## src/hdl/ssmt_cfg.svh

```systemverilog
// Register offsets, field positions, reset values and timing constants.
// Assumes inclusion by bare name from any design file.
`ifndef SSMT_CFG_SVH
`define SSMT_CFG_SVH
// ----------------------------------------
// Register byte offsets
// ----------------------------------------
`define SSMT_OFF_CTRL 12'h000
`define SSMT_OFF_CMD 12'h004
`define SSMT_OFF_RATE 12'h008
`define SSMT_OFF_FMT 12'h00c
`define SSMT_OFF_DATA 12'h010
`define SSMT_OFF_STAT 12'h014
// ----------------------------------------
// Control register bits
// ----------------------------------------
`define SSMT_CTRL_FE 0
`define SSMT_CTRL_TXIE 1
`define SSMT_CTRL_RXIE 2
`define SSMT_CTRL_ERIE 3
`define SSMT_CTRL_IDIE 4
`define SSMT_CTRL_MFDE 5
`define SSMT_CTRL_SYNC 6
`define SSMT_CTRL_MASTER_SELECT 7
`define SSMT_CTRL_TXO 8
`define SSMT_CTRL_RST 9'h000
// ----------------------------------------
// Command register fields
// ----------------------------------------
`define SSMT_CMD_CPHA 0
`define SSMT_CMD_CPOL 1
`define SSMT_CMD_BASE_DIVIDER_SELECT_LO 2
`define SSMT_CMD_BASE_DIVIDER_SELECT_HI 3
`define SSMT_CMD_LEN_LO 4
`define SSMT_CMD_LEN_HI 7
`define SSMT_CMD_LSB_FIRST_SELECT 8
`define SSMT_CMD_NADE 9
`define SSMT_CMD_CKDE 10
`define SSMT_CMD_RST 11'h070
`define SSMT_RATE_RST 8'h05
// ----------------------------------------
// Format register fields
// ----------------------------------------
`define SSMT_FMT_PE 0
`define SSMT_FMT_FC_LO 1
`define SSMT_FMT_FC_HI 2
`define SSMT_FMT_AW 3
`define SSMT_FMT_SL_LO 4
`define SSMT_FMT_SL_HI 6
`define SSMT_FMT_RST 7'h00
// ----------------------------------------
// Status bits and timing
// ----------------------------------------
`define SSMT_ST_TXE 0
`define SSMT_ST_IDLE 1
`define SSMT_ST_RXF 2
`define SSMT_NEXT_PCLK 2
`endif

```

## src/hdl/ssmt_pkg.sv

```systemverilog
// Types shared by the serial master transmitter files.
// Assumes ssmt_cfg.svh supplies the numeric constants.
package ssmt_pkg;
  typedef struct packed {
    logic [1:0] base_divider_select;
    logic [7:0] bit_rate_value;
  } ssmt_rate_type;
endpackage

```

## src/hdl/ssmt_rate_gen.sv

```systemverilog
// Bit-rate divider: one-cycle half-period enable pulse.
// Assumes a synchronous clear while no frame is running.
`timescale 1ns/10ps
`include "ssmt_cfg.svh"
module ssmt_rate_gen #(
  parameter int CW = 12
) (
  input wire logic pclk,
  input wire logic presetn,
  input wire logic clear,
  input wire ssmt_pkg::ssmt_rate_type rate,
  output logic half_tick
);
  logic [CW-1:0] cnt_q;
  logic [CW-1:0] lim;
  // ----------------------------------------
  // Half period = (N+1) * 2^base_divider_select pclk
  // ----------------------------------------
  assign lim = CW'(({4'h0, rate.bit_rate_value} + 12'h001) << rate.base_divider_select) - CW'(1);
  assign half_tick = (cnt_q == lim) && !clear;
  always_ff @(posedge pclk or negedge presetn) begin
    if (!presetn) begin
      cnt_q <= '0;
    end else if (clear || half_tick) begin
      cnt_q <= '0;
    end else begin
      cnt_q <= cnt_q + CW'(1);
    end
  end
endmodule

```

## src/hdl/ssmt_top.sv

```systemverilog
// Three-wire clock-synchronous serial master transmitter with APB registers.
// Assumes a single 250 MHz pclk; the slave needs only clock and data.
// ----------------------------------------
// Summary of operation
// - Master drives serial clock and data out; no slave select exists.
// - Transmit-empty event signals buffer space; software loads words on it.
// - Transmit-only mode: no receive handling, receive-full never set.
// - Code 10b with rate 5 gives total division 48.
// - Base divider field selects division 1, 2, 4 or 8.
// - Length code 0111b with LSB-first clear sends 8 bits MSB first.
// - Phase 1: data changes on odd edges, sampled on even edges.
// - Polarity 1: serial clock rests high outside transfers.
// - Next-access gap is one serial period plus two pclk cycles.
// - Single command, single frame, no sequencing.
// - Parity selectable; enable clear sends no parity bit.
// - Sync mode and master select both set select this operation.
// - Separate interrupt and mode-fault enables, all reset to zero.
// - Flag clears by writing zero only after it was read as one.
// - Flags clear when operation ends, except receive-full.
// ----------------------------------------
`timescale 1ns/10ps
`include "ssmt_cfg.svh"
module ssmt_top #(
  parameter int DW = 16
) (
  input wire logic pclk,
  input wire logic presetn,
  input wire logic psel,
  input wire logic penable,
  input wire logic pwrite,
  input wire logic [11:0] paddr,
  input wire logic [31:0] pwdata,
  output logic [31:0] prdata,
  output logic pready,
  output logic pslverr,
  output logic serial_clock_out,
  output logic serial_data_out,
  output logic tx_empty_interrupt,
  output logic idle_interrupt
);
  typedef enum {ssmt_idle, ssmt_delay, ssmt_shift, ssmt_gap} ssmt_state_type;
  ssmt_state_type state_q;
  logic [8:0] ctrl_q;
  logic [10:0] cmd_q;
  logic [7:0] rate_q;
  logic [6:0] fmt_q;
  logic [DW-1:0] buf_q;
  logic buf_full_q;
  logic [DW:0] shreg_q;
  logic [5:0] edge_cnt_q;
  logic [1:0] gap_cnt_q;
  logic sck_q;
  logic sdo_q;
  logic [2:0] seen_q;
  logic [2:0] stat_q;
  logic [31:0] prdata_q;
  logic half_tick;
  logic wr;
  logic rd;
  logic en;
  logic cpol;
  logic cpha;
  logic [5:0] frame_bits;
  logic start;
  logic frame_done;
  logic [DW-1:0] data_in;
  ssmt_pkg::ssmt_rate_type rate;

  function automatic logic hit(input logic [11:0] a, input logic [11:0] off);
    hit = (a == off);
  endfunction

  // ----------------------------------------
  // APB slave
  // ----------------------------------------
  assign pready = 1'b1;
  assign pslverr = 1'b0;
  assign wr = psel && penable && pwrite;
  assign rd = psel && penable && !pwrite;
  assign prdata = prdata_q;
  // Active only in this mode; other settings leave the link still.
  assign en = ctrl_q[`SSMT_CTRL_FE] && ctrl_q[`SSMT_CTRL_SYNC] && ctrl_q[`SSMT_CTRL_MASTER_SELECT];
  assign cpol = cmd_q[`SSMT_CMD_CPOL];
  assign cpha = cmd_q[`SSMT_CMD_CPHA];
  assign rate.base_divider_select = cmd_q[`SSMT_CMD_BASE_DIVIDER_SELECT_HI:`SSMT_CMD_BASE_DIVIDER_SELECT_LO];
  assign rate.bit_rate_value = rate_q;
  // Bits = length code + 1, plus parity; two edges per bit.
  assign frame_bits = 6'({2'b00, cmd_q[`SSMT_CMD_LEN_HI:`SSMT_CMD_LEN_LO]}) + 6'h01
                      + 6'(fmt_q[`SSMT_FMT_PE]);
  // Frame length is limited by the data width parameter.
  assign data_in = pwdata[DW-1:0];

  // Sixteen bit mask, then reorder for LSB-first
  function automatic logic [DW:0] load_word(input logic [DW-1:0] d, input logic [3:0] lc,
                                             input logic lsb_first_select, input logic pe);
    logic [DW-1:0] m;
    logic [DW-1:0] r;
    logic par;
    int n;
    m = '0;
    r = '0;
    par = 1'b0;
    n = int'(lc) + 1;
    for (int i = 0; i < DW; i++) begin
      if (i < n) begin
        m[i] = d[i];
        par = par ^ d[i];
      end
    end
    // Left-justify so the MSB leaves first, or the LSB when LSB-first is set
    for (int i = 0; i < DW; i++) begin
      if (i < n) begin
        r[DW-1-i] = lsb_first_select ? m[i] : m[n-1-i];
      end
    end
    load_word = {r, 1'b0};
    if (pe) begin
      load_word[DW-n] = ~par;
    end
  endfunction

  always_ff @(posedge pclk or negedge presetn) begin
    if (!presetn) begin
      ctrl_q <= `SSMT_CTRL_RST;
      cmd_q <= `SSMT_CMD_RST;
      rate_q <= `SSMT_RATE_RST;
      fmt_q <= `SSMT_FMT_RST;
    end else if (wr) begin
      if (hit(paddr, `SSMT_OFF_CTRL)) begin
        ctrl_q <= pwdata[8:0];
      end
      if (hit(paddr, `SSMT_OFF_CMD)) begin
        cmd_q <= pwdata[10:0];
      end
      if (hit(paddr, `SSMT_OFF_RATE)) begin
        rate_q <= pwdata[7:0];
      end
      if (hit(paddr, `SSMT_OFF_FMT)) begin
        fmt_q <= pwdata[6:0];
      end
    end
  end

  always_ff @(posedge pclk or negedge presetn) begin
    if (!presetn) begin
      prdata_q <= '0;
    end else if (psel && !penable && !pwrite) begin
      case (paddr)
        `SSMT_OFF_CTRL: prdata_q <= {23'h0, ctrl_q};
        `SSMT_OFF_CMD: prdata_q <= {21'h0, cmd_q};
        `SSMT_OFF_RATE: prdata_q <= {24'h0, rate_q};
        `SSMT_OFF_FMT: prdata_q <= {25'h0, fmt_q};
        `SSMT_OFF_STAT: prdata_q <= {29'h0, stat_q};
        default: prdata_q <= '0;
      endcase
    end
  end

  // ----------------------------------------
  // Transmit buffer
  // ----------------------------------------
  assign start = (state_q == ssmt_idle) && buf_full_q && en;
  always_ff @(posedge pclk or negedge presetn) begin
    if (!presetn) begin
      buf_q <= '0;
      buf_full_q <= 1'b0;
    end else if (!en) begin
      buf_full_q <= 1'b0;
    end else if (wr && hit(paddr, `SSMT_OFF_DATA) && !buf_full_q) begin
      buf_q <= data_in;
      buf_full_q <= 1'b1;
    end else if (start) begin
      buf_full_q <= 1'b0;
    end
  end

  // ----------------------------------------
  // Shift engine
  // ----------------------------------------
  ssmt_rate_gen #(
    .CW(12)
  ) u_rate (
    .pclk(pclk),
    .presetn(presetn),
    .clear(state_q == ssmt_idle),
    .rate(rate),
    .half_tick(half_tick)
  );

  assign frame_done = (state_q == ssmt_shift) && half_tick && (edge_cnt_q == 6'((frame_bits << 1) - 6'h01));

  always_ff @(posedge pclk or negedge presetn) begin
    if (!presetn) begin
      state_q <= ssmt_idle;
      edge_cnt_q <= '0;
      gap_cnt_q <= '0;
    end else if (!en) begin
      state_q <= ssmt_idle;
    end else begin
      case (state_q)
        ssmt_idle: begin
          if (start) begin
            state_q <= ssmt_delay;
            edge_cnt_q <= '0;
          end
        end
        ssmt_delay: begin
          // Half a period here, the other half before the first shift edge
          if (half_tick) begin
            state_q <= ssmt_shift;
            edge_cnt_q <= '0;
          end
        end
        ssmt_shift: begin
          if (half_tick) begin
            edge_cnt_q <= edge_cnt_q + 6'h01;
          end
          if (frame_done) begin
            state_q <= ssmt_gap;
            edge_cnt_q <= '0;
            gap_cnt_q <= '0;
          end
        end
        ssmt_gap: begin
          // One serial period, then two pclk
          if (edge_cnt_q < 6'h02) begin
            if (half_tick) begin
              edge_cnt_q <= edge_cnt_q + 6'h01;
            end
          end else if (gap_cnt_q == 2'(`SSMT_NEXT_PCLK - 1)) begin
            state_q <= ssmt_idle;
          end else begin
            gap_cnt_q <= gap_cnt_q + 2'h1;
          end
        end
        default: state_q <= ssmt_idle;
      endcase
    end
  end

  // Clock toggles on each half tick while shifting; rests at polarity.
  always_ff @(posedge pclk or negedge presetn) begin
    if (!presetn) begin
      sck_q <= 1'b1;
    end else if (state_q == ssmt_shift && half_tick) begin
      sck_q <= ~sck_q;
    end else if (state_q != ssmt_shift) begin
      sck_q <= cpol;
    end
  end

  // Phase 1 drives each bit at odd edges; phase 0 presents bit 0 early.
  always_ff @(posedge pclk or negedge presetn) begin
    if (!presetn) begin
      shreg_q <= '0;
      sdo_q <= 1'b1;
    end else if (start) begin
      shreg_q <= load_word(buf_q, cmd_q[`SSMT_CMD_LEN_HI:`SSMT_CMD_LEN_LO], cmd_q[`SSMT_CMD_LSB_FIRST_SELECT],
                           fmt_q[`SSMT_FMT_PE]);
    end else if (state_q == ssmt_delay && half_tick && !cpha) begin
      sdo_q <= shreg_q[DW];
      shreg_q <= {shreg_q[DW-1:0], 1'b0};
    end else if (state_q == ssmt_shift && half_tick && (edge_cnt_q[0] == 1'b0) == cpha) begin
      if (!(cpha == 1'b0 && edge_cnt_q == 6'((frame_bits << 1) - 6'h01))) begin
        sdo_q <= shreg_q[DW];
        shreg_q <= {shreg_q[DW-1:0], 1'b0};
      end
    end
  end

  assign serial_clock_out = sck_q;
  assign serial_data_out = sdo_q;

  // ----------------------------------------
  // Status flags
  // ----------------------------------------
  always_ff @(posedge pclk or negedge presetn) begin
    if (!presetn) begin
      seen_q <= '0;
      stat_q <= '0;
    end else begin
      if (rd && hit(paddr, `SSMT_OFF_STAT)) begin
        seen_q <= stat_q;
      end
      for (int i = 0; i < 3; i++) begin
        if (wr && hit(paddr, `SSMT_OFF_STAT) && !pwdata[i] && seen_q[i]) begin
          stat_q[i] <= 1'b0;
          seen_q[i] <= 1'b0;
        end
      end
      if (!en) begin
        stat_q[`SSMT_ST_TXE] <= 1'b0;
        stat_q[`SSMT_ST_IDLE] <= 1'b0;
        seen_q[1:0] <= 2'b00;
      end else begin
        if (!buf_full_q) begin
          stat_q[`SSMT_ST_TXE] <= 1'b1;
        end
        if (state_q == ssmt_idle && !buf_full_q) begin
          stat_q[`SSMT_ST_IDLE] <= 1'b1;
        end
      end
      // Transmit-only: receive-full is never set here
      if (ctrl_q[`SSMT_CTRL_TXO]) begin
        stat_q[`SSMT_ST_RXF] <= stat_q[`SSMT_ST_RXF] && !(wr && hit(paddr, `SSMT_OFF_STAT) && seen_q[2]
                                && !pwdata[2]);
      end
    end
  end

  assign tx_empty_interrupt = en && !buf_full_q && ctrl_q[`SSMT_CTRL_TXIE];
  assign idle_interrupt = en && state_q == ssmt_idle && !buf_full_q && ctrl_q[`SSMT_CTRL_IDIE];

  // ----------------------------------------
  // Checks
  // ----------------------------------------
  property p_idle_level;
    @(posedge pclk) disable iff (!presetn) (state_q == ssmt_idle) |=> (sck_q == $past(cpol) || state_q != ssmt_idle);
  endproperty
  a_idle_level: assert property (p_idle_level) else $error("Serial clock not at rest level");
  property p_delay_first;
    @(posedge pclk) disable iff (!presetn) start |=> (state_q == ssmt_delay) && $stable(sck_q);
  endproperty
  a_delay_first: assert property (p_delay_first) else $error("No delay before first edge");
  property p_no_clock_off;
    @(posedge pclk) disable iff (!presetn) !en |=> ##1 (sck_q == cpol || !$stable(cpol));
  endproperty
  a_no_clock_off: assert property (p_no_clock_off) else $error("Clock moved while disabled");
  property p_gap_end;
    @(posedge pclk) disable iff (!presetn) (state_q == ssmt_gap && edge_cnt_q == 6'h02 && gap_cnt_q == 2'h0 && en)
      |=> ##1 (state_q == ssmt_idle || !en);
  endproperty
  a_gap_end: assert property (p_gap_end) else $error("Gap length wrong");
  property p_load;
    @(posedge pclk) disable iff (!presetn) (wr && hit(paddr, `SSMT_OFF_DATA) && en && !buf_full_q) |=> buf_full_q;
  endproperty
  a_load: assert property (p_load) else $error("Data write not taken");
  property p_txe_irq;
    @(posedge pclk) disable iff (!presetn) (buf_full_q) |-> !tx_empty_interrupt;
  endproperty
  a_txe_irq: assert property (p_txe_irq) else $error("Empty interrupt while full");
  property p_flag_end;
    @(posedge pclk) disable iff (!presetn) $fell(en) |=> (stat_q[1:0] == 2'b00);
  endproperty
  a_flag_end: assert property (p_flag_end) else $error("Flags not cleared at end");
  property p_clear_needs_read;
    @(posedge pclk) disable iff (!presetn)
      (wr && hit(paddr, `SSMT_OFF_STAT) && !seen_q[`SSMT_ST_TXE] && en && buf_full_q)
      |=> $stable(stat_q[`SSMT_ST_TXE]);
  endproperty
  a_clear_needs_read: assert property (p_clear_needs_read) else $error("Flag cleared without read");
  property p_edges;
    @(posedge pclk) disable iff (!presetn) frame_done |=> (state_q == ssmt_gap);
  endproperty
  a_edges: assert property (p_edges) else $error("Frame end not followed by gap");
  c_start: cover property (@(posedge pclk) disable iff (!presetn) start);
  c_frame: cover property (@(posedge pclk) disable iff (!presetn) frame_done);
  c_idle_irq: cover property (@(posedge pclk) disable iff (!presetn) $rose(idle_interrupt));
endmodule

```

## config.mk

```make
export PLATFORM = sky130hd
export DESIGN_NAME = ssmt_top
export DESIGN_NICKNAME = d
export VERILOG_FILES = /design/src/hdl/ssmt_pkg.sv /design/src/hdl/ssmt_rate_gen.sv /design/src/hdl/ssmt_top.sv
export VERILOG_INCLUDE_DIRS = /design/src /design/src/hdl
export SDC_FILE = /design/constraint.sdc
export NUM_CORES = 1
export LEC_CHECK = 0
export BUFFER_PORTS_ARGS = -buffer_cell sky130_fd_sc_hd__buf_2
export CAP_MARGIN = 20
export CORE_ASPECT_RATIO = 2
export CORE_MARGIN = 8
export CORE_UTILIZATION = 25
export CTS_BUF_LIST = sky130_fd_sc_hd__clkbuf_4 sky130_fd_sc_hd__clkbuf_8
export CTS_CLUSTER_SIZE = 12
export DETAILED_ROUTE_END_ITERATION = 10
export GPL_TIMING_DRIVEN = 0
export PLACE_DENSITY_LB_ADDON = 0.1
export SYNTH_ARGS = -nofsm -noshare
export SYNTH_HDL_FRONTEND = slang
export SYNTH_HIERARCHICAL = 1
export SYNTH_SLANG_ARGS = --single-unit
```

## constraint.sdc

```tcl
create_clock -name pclk -period 12.52 [get_ports pclk]
set_input_delay 0.626 -clock pclk [delete_from_list [all_inputs] [get_ports pclk]]
set_output_delay 0.626 -clock pclk [all_outputs]
set_load 0.005 [all_outputs]
```

==> results of run 1 <==
==> sequential cells by signal (all words and copies together), names as in the netlist, 2 cells and up <==
signal and flops:
buf_q 16, cmd_q 11, ctrl_q 9, edge_cnt_q 6, fmt_q 7, gap_cnt_q 2, prdata 11, rate_q 8
seen_q 3, shreg_q 17, stat_q 3, state_q 2, u_rate/cnt_q 12
==> kinds of logic after synthesis <==
kind of cell               count (synthesis)  synth area share (%)
buffers and inverters                    128                  7.43
adders and majority gates                 23                  2.98
and+or+nand+nor                          354                  20.1
other                                      2                0.0779
DFF                                      110                  28.6
xor gates and xnor gates                  61                  6.89
muxes                                    105                  13.6
AOI/OAI and AO/OA                        268                  20.3
==> power by group through the flow <==
stage               sequential [uW]  clock, uW  combinational, uW
floorplan                       362          0               17.9
global route                    356        277               44.3
CTS                             356        266               40.1
detailed placement              362          0               40.0
finish                          356        254               39.6
global placement                362          0               38.4
==> path summary, 6_finish.rpt <==
| kind | cells past startpoint | startpoint | slack, ns | to |
|---|---|---|---|---|
| setup / recovery | 17 | cmd_q[4] | 7.19 | shreg_q[14] |
| hold / removal | 1 | presetn | 0.04 | shreg_q[13] |
| setup reg to reg | 17 | cmd_q[4] | 7.19 | shreg_q[14] |
| hold reg to reg | 2 | prdata[2] | 0.49 | prdata[2] |
| max in group asynchronous | 2 | presetn | 11.71 | rate_q[0] |
| min in group pclk | 2 | pwdata[15] | 0.44 | buf_q[15] |
==> final cells by class <==
| type | count | area (um^2) |
|---|---|---|
| fillers | 4168 | 27500 |
| multi-input cells | 834 | 6250 |
| flip-flops and latches | 110 | 2760 |
| well taps | 520 | 651 |
| plain buffers | 90 | 574 |
| repair buffers | 48 | 269 |
| clock buffers | 11 | 151 |
| inverters | 38 | 143 |
| clock inverters | 5 | 75.1 |
==> metrics by stage <==
| stage | std cells | setup WS, ns |
|---|---|---|
| 5_1_grt | 1656 | 6.98 |
| 3_3_place_gp | 1639 | 7.14 |
| 6_report | 1656 | 7.19 |
| 2_1_floorplan | 1072 | 8.44 |
| 3_5_place_dp | 1640 | 7.28 |
| 4_1_cts | 1656 | 7.24 |
==> routing by layer <==
layer	vias up	wire, um
met2	281	15800
met3	45	1910
li1	4016	-
met1	4259	16300
met5	-	23
met4	4	754
==> synth_stat cells, drive strengths merged (7+ instances only) <==
cell type / n / share of area, %
inv: 37 / 1.4
xor2: 16 / 1.5
a211oi: 10 / 0.99
or2: 7 / 0.48
dfrtp: 103 / 27
nor2: 74 / 2.9
a31oi: 22 / 1.4
nand2: 84 / 3.3
a311oi: 10 / 0.97
a221oi: 7 / 0.83
dfstp: 7 / 1.9
xnor2: 40 / 4.3
mux2: 62 / 7.3
mux4: 13 / 3.0
a21boi: 9 / 0.70
nor2b: 9 / 0.58
ha: 23 / 3.0
o221ai: 21 / 1.9
nor3b: 8 / 0.67
nor3: 20 / 1.1
buf: 65 / 4.9
and2: 18 / 1.2
and3: 18 / 1.2
nand4: 10 / 0.80
mux2i: 30 / 3.2
nand2b: 21 / 1.4
nand3: 42 / 2.3
o211ai: 13 / 1.1
a22oi: 9 / 0.70
a21oi: 41 / 2.3
clkbuf: 25 / 1.0
o21ai: 63 / 3.3
==> key figures, run 1 <==
Power and ir drop
  • Clock power frac: 39.1%
  • Seq pwr share: 54.8%
  • Switch Pwr: 171 uW
  • Leakage: 0.00463 uW
  • Cell Pwr Density: 59.7 nW/um^2
  • Final total power: 649 uW
  • Sw frac: 26.3%
  • Internal power: 478 uW
  • Combinational share of power: 6.1%
  • VDD IR max: 0.0000575 V

Yosys
  • Yosys reg bits: 110
  • Synthesized area: 9650 um^2
  • Ys Warns: 6
  • Synth Flop Type: dfrtp_1
  • Mean Syn Cell Area: 9.18 um^2
  • Ys async rst share: 100%
  • Distinct cells, synth: 112
  • Number of enable flip-flop cells after synthesis: 0
  • Sequential area share after synthesis: 28.6%
  • Post-Syn Instances: 1051

Clock network
  • Post-CTS setup buffers: 0
  • CTS Buffer Depth: 2
  • Num CTS Buffers: 9
  • Root Driver: clkbuf_8
  • Later-pin clock latency in the skew report: 0.42 ns
  • Post-CTS Resized: 0
  • Clock-pin slew on the worst setup and hold paths: 0.12 ns
  • CTS H-tree depth: 3
  • Clk sink count: 110
  • TritonCTS clock tree: done
  • CTS Hold Bufs: 0

Layout
  • Inserted Diodes: 0
  • Share of cells above drive strength 1: 23.0%
  • Commonest non-fill, non-tap cell in the layout: dfrtp_1
  • Commonest non-fill, non-tap cells in the layout: dfrtp_1 (103), nand2_1 (84), nor2_1 (74), buf_2 (63)
  • Final #Nets: 1203
  • Utilization after layout: 28.3%
  • Design area: 10900 um^2
  • Area growth from synthesis to layout: 12.7%

STA
  • Fmax: 0.188 GHz
  • RSZ-0062 raised after global routing: no
  • Setup TNS: 0 ns
  • Period utilization: 42.6%
  • Slew Limit Fails: 0
  • Final hold violation count: 0
  • Worst-Margin Slew: 0.989 ns
  • Tmin final: 5.33 ns
  • Final setup fails: 0
  • Slew headroom: 34.1%
  • Hold_ws: 0.0430 ns
  • Worst-case clock skew: 0.0259 ns

Critical path
  • Crit path cell chain: buf_2 -> buf_2 -> inv_1 -> buf_1 -> ha_1 -> buf_2 -> buf_2 -> buf_2 -> inv_1 -> clkbuf_1 -> a21boi_0 -> nor2_1 -> nand2_1 -> o221ai_1 -> a21oi_1 -> o21ai_0 -> o221ai_1
  • Worst Path Class, Setup: flop to flop
  • Buffers and inverters on the worst path: 9
  • Crit path max fanout: 13
  • Startpoint Class: flop
  • Most frequent CP cell: buf_2
  • Worst EP required: 12.80 ns
  • Crit end category: flop
  • CP delay by family, top: buffers and inverters
  • Worst EP arrival: 5.61 ns
  • CP max stage delay: 0.70 ns
  • Slowest-stage cell, CP: buf_1

Global route
  • Initial antenna violation count: 3
  • Met2 usage: 23.9%
  • Largest net degree at the start of global routing: 90
  • Vias in the first global route: 8511
  • GR Util All Layers: 15.3%
  • Most Crowded Layer GR: met2
  • GRT overflow: 0
  • Met1 usage: 20.8%
  • First-pass GRT wire length: 53300 um
  • M3 GR Usage: 2.88%

Die
  • Full die area: 45500 um^2
  • Die X-Extent: 155 um
  • Top-Level Pins: 87
  • Starting Density: 25.1%
  • Core area: 38400 um^2
  • Std cell rows: 102
  • Die Y: 294 um

Placement
  • I/O Buffers: 47
  • Dpl hpwl: 27100 um
  • Post-DP Area: 10700 um^2
  • Routability cong.: 0.932

Detailed routing
  • Post-DR wirelength/cell: 21.0 um
  • Drt via density: 5.20
  • 1st-iter DRT viols: 607
  • DRC errors left: 0
  • Post-Route WL: 34800 um
  • Final ANT Viol Nets: 0
  • Drt pass-1 iters: 5
  • Via count: 8605

Run status
  • Run status: completed

Min path
  • Hold crit path type: input pin to asynchronous set/reset pin

Flow run
  • Max-cap violations: 0
Note: power is estimated with default switching activity, not from simulation.
==> run 2: changes to the inputs <==
- clock period: 12.52 -> 5.1 ns (I/O delays scaled with it)
==> key figures, run 2 (synthesis gave the netlist of run 1 again) <==
Run status
  • Run status: completed

Layout
  • Commonest non-fill, non-tap cell in the layout: dfrtp_1
  • Inserted Diodes: 0 (unchanged)
  • Largest Register: shreg_q
  • Largest regs: shreg_q: 17 flops, buf_q: 16 flops, u_rate/cnt_q: 12 flops
  • Commonest non-fill, non-tap cells in the layout: dfrtp_1 (103), nand2_1 (84), nor2_1 (73), buf_2 (63)
  • Layout fillers: 4166 (-0.048%)
  • Area growth from synthesis to layout: 13.4%
  • Max reg flops: 17 (unchanged)
  • Final #Nets: 1207 (+0.33%)
  • Utilization after layout: 28.5% (+0.16 points)
  • Share of cells above drive strength 1: 23.6% (+0.62 points)

STA
  • Fmax: 0.207 GHz (+11%)
  • Slew Limit Fails: 0 (unchanged)
  • RSZ-0062 raised after global routing: no
  • Final setup fails: 0 (unchanged)
  • Hold_ws: 0.0627 ns (+0.0198 ns)
  • Slew headroom: 34.4% (+0.28 points)
  • Period utilization: 94.6% (+52 points)
  • Final hold violation count: 0 (unchanged)
  • Worst-Margin Slew: 0.985 ns (-0.00414 ns)
  • Tmin final: 4.82 ns (-0.507 ns)
  • Worst-case clock skew: 0.0295 ns (+0.00359 ns)

Clock network
  • CTS H-tree depth: 3 (unchanged)
  • TritonCTS clock tree: done
  • Later-pin clock latency in the skew report: 0.42 ns (about the same)
  • Clock-pin slew on the worst setup and hold paths: 0.13 ns (about the same)
  • CTS Buffer Depth: 2 (unchanged)
  • Clk sink count: 110 (unchanged)
  • Root Driver: clkbuf_8
  • Num CTS Buffers: 9 (unchanged)

Critical path
  • Most frequent CP cell: buf_2
  • Slowest-stage cell, CP: dfstp_2
  • Worst EP arrival: 5.10 ns (-0.51 ns)
  • Crit path cell chain: buf_2 -> buf_2 -> inv_1 -> ha_1 -> buf_2 -> buf_2 -> buf_2 -> inv_1 -> clkbuf_1 -> a21boi_0 -> nor2_2 -> nand2_1 -> o221ai_1 -> a21oi_1 -> o21ai_0 -> o221ai_1
  • CP max stage delay: 0.62 ns (-0.08 ns)
  • Crit end category: flop
  • Startpoint Class: flop
  • Crit path max fanout: 10 (-3)
  • Worst Path Class, Setup: flop to flop
  • Worst EP required: 5.38 ns (-7.42 ns)

Die
  • Starting Density: 25.1% (unchanged)
  • Full die area: 45500 um^2 (unchanged)
  • Std cell rows: 102 (unchanged)
  • Core area: 38400 um^2 (unchanged)
  • Die X-Extent: 155 um (unchanged)
  • Die Y: 294 um (unchanged)
  • Top-Level Pins: 87 (unchanged)

Detailed routing
  • 1st-iter DRT viols: 576 (-5.1%)
  • DRC errors left: 0 (unchanged)
  • Drt pass-1 iters: 5 (unchanged)
  • Final ANT Viol Nets: 0 (unchanged)
  • Post-DR wirelength/cell: 21.0 um (-0.23%)
  • Via count: 8564 (-0.48%)
  • Post-Route WL: 34800 um (about the same)
  • Drt via density: 5.16 (-0.72%)

Min path
  • Hold crit path type: input pin to flop

Global route
  • First-pass GRT wire length: 53200 um (-0.20%)
  • GR Util All Layers: 15.3% (-0.031 points)
  • Largest net degree at the start of global routing: 90 (unchanged)
  • Initial antenna violation count: 3 (unchanged)
  • GRT overflow: 0 (unchanged)
  • Vias in the first global route: 8507 (-0.047%)

Power and ir drop
  • VDD IR max: 0.000143 V (+150%)
  • Cell Pwr Density: 146 nW/um^2 (+140%)
  • Final total power: 1600 uW (+150%)
  • Leakage: 0.00465 uW (+0.41%)

Placement
  • Routability cong.: 0.932 (unchanged)
  • Dpl hpwl: 27100 um (unchanged)
  • I/O Buffers: 47 (unchanged)

Flow run
  • Max-cap violations: 0 (unchanged)
run 2: changes by cell type in the layout (fill, tap and decap cells not counted), sizes merged:
cell         before  now
dlygate4sd3       0    1
clkbuf           36   35
clkinvlp          0    1
buf             113  117
inv              39   38
run 2: routing by layer:
metal / wire length (um) / track usage [%] / part of all wire (%) / vias to the layer above
met5: 23 / 0 / 0.066 / -
met4: 745 / 4.71 / 2.1 / 4
met3: 1710 / 2.99 / 4.9 / 45
met2: 15800 / 23.9 / 45 / 247
met1: 16500 / 20.7 / 47 / 4246
li1: - / - / - / 4022
run 2: final cells by class:
cell class | instances | area [um^2] | share of cell area, %
multi-input cells | 834 | 6270 | 57.3
clock inverters | 5 | 75.1 | 0.686
well taps | 520 | 651 | 5.95
repair buffers | 54 | 317 | 2.89
plain buffers | 88 | 567 | 5.18
inverters | 38 | 146 | 1.34
flip-flops and latches | 110 | 2760 | 25.2
clock buffers | 11 | 151 | 1.38
run 2: worst max-delay path, delay by kind of cell, from the launching register on:
family / cells / cell delay (ns)
AO/OA/AOI/OAI: 5 / 0.87
buffers and inverters: 8 / 2.18
AND/OR/NAND/NOR: 2 / 0.68
flip-flops: 1 / 0.62
adder cells (fa/ha/maj): 1 / 0.34
run 2: final timing paths:
check / end / depth (start not counted) / slack [ns] / from
setup / recovery: shreg_q[14] / 16 / 0.28 / cmd_q[5]
hold / removal: buf_q[14] / 2 / 0.06 / pwdata[14]
setup reg to reg: shreg_q[14] / 16 / 0.28 / cmd_q[5]
hold reg to reg: prdata[2] / 2 / 0.49 / prdata[2]
max in group asynchronous: cmd_q[4] / 3 / 4.08 / presetn
min in group asynchronous: cmd_q[8] / 2 / 0.24 / presetn
run 2: power breakdown:
part	switching [uW]	internal, uW
Clock	360	265
Combinational	61.1	38.0
Sequential	0.435	873
Total	422	1180
run 2: timing repair:
action	in CTS	in global routing
setup buffers	0	5
gates resized for setup	0	4
cloned	0	0
pin swaps	0	1
setup endpoints to repair	6	14
hold endpoints to repair	21	0
hold buffers	1	0
run 2: metrics by stage:
stage                     instance area (um^2)  worst slack [ns]  TNS (ns)  cells
after floorplan                           9730              1.02         0   1072
after global placement                   10600            -0.280     -1.36   1639
after detailed placement                 10700            -0.143    -0.368   1640
after CTS                                10900            0.0966         0   1656
after global routing                     10900            0.0971         0   1660
final                                    10900             0.277         0   1660
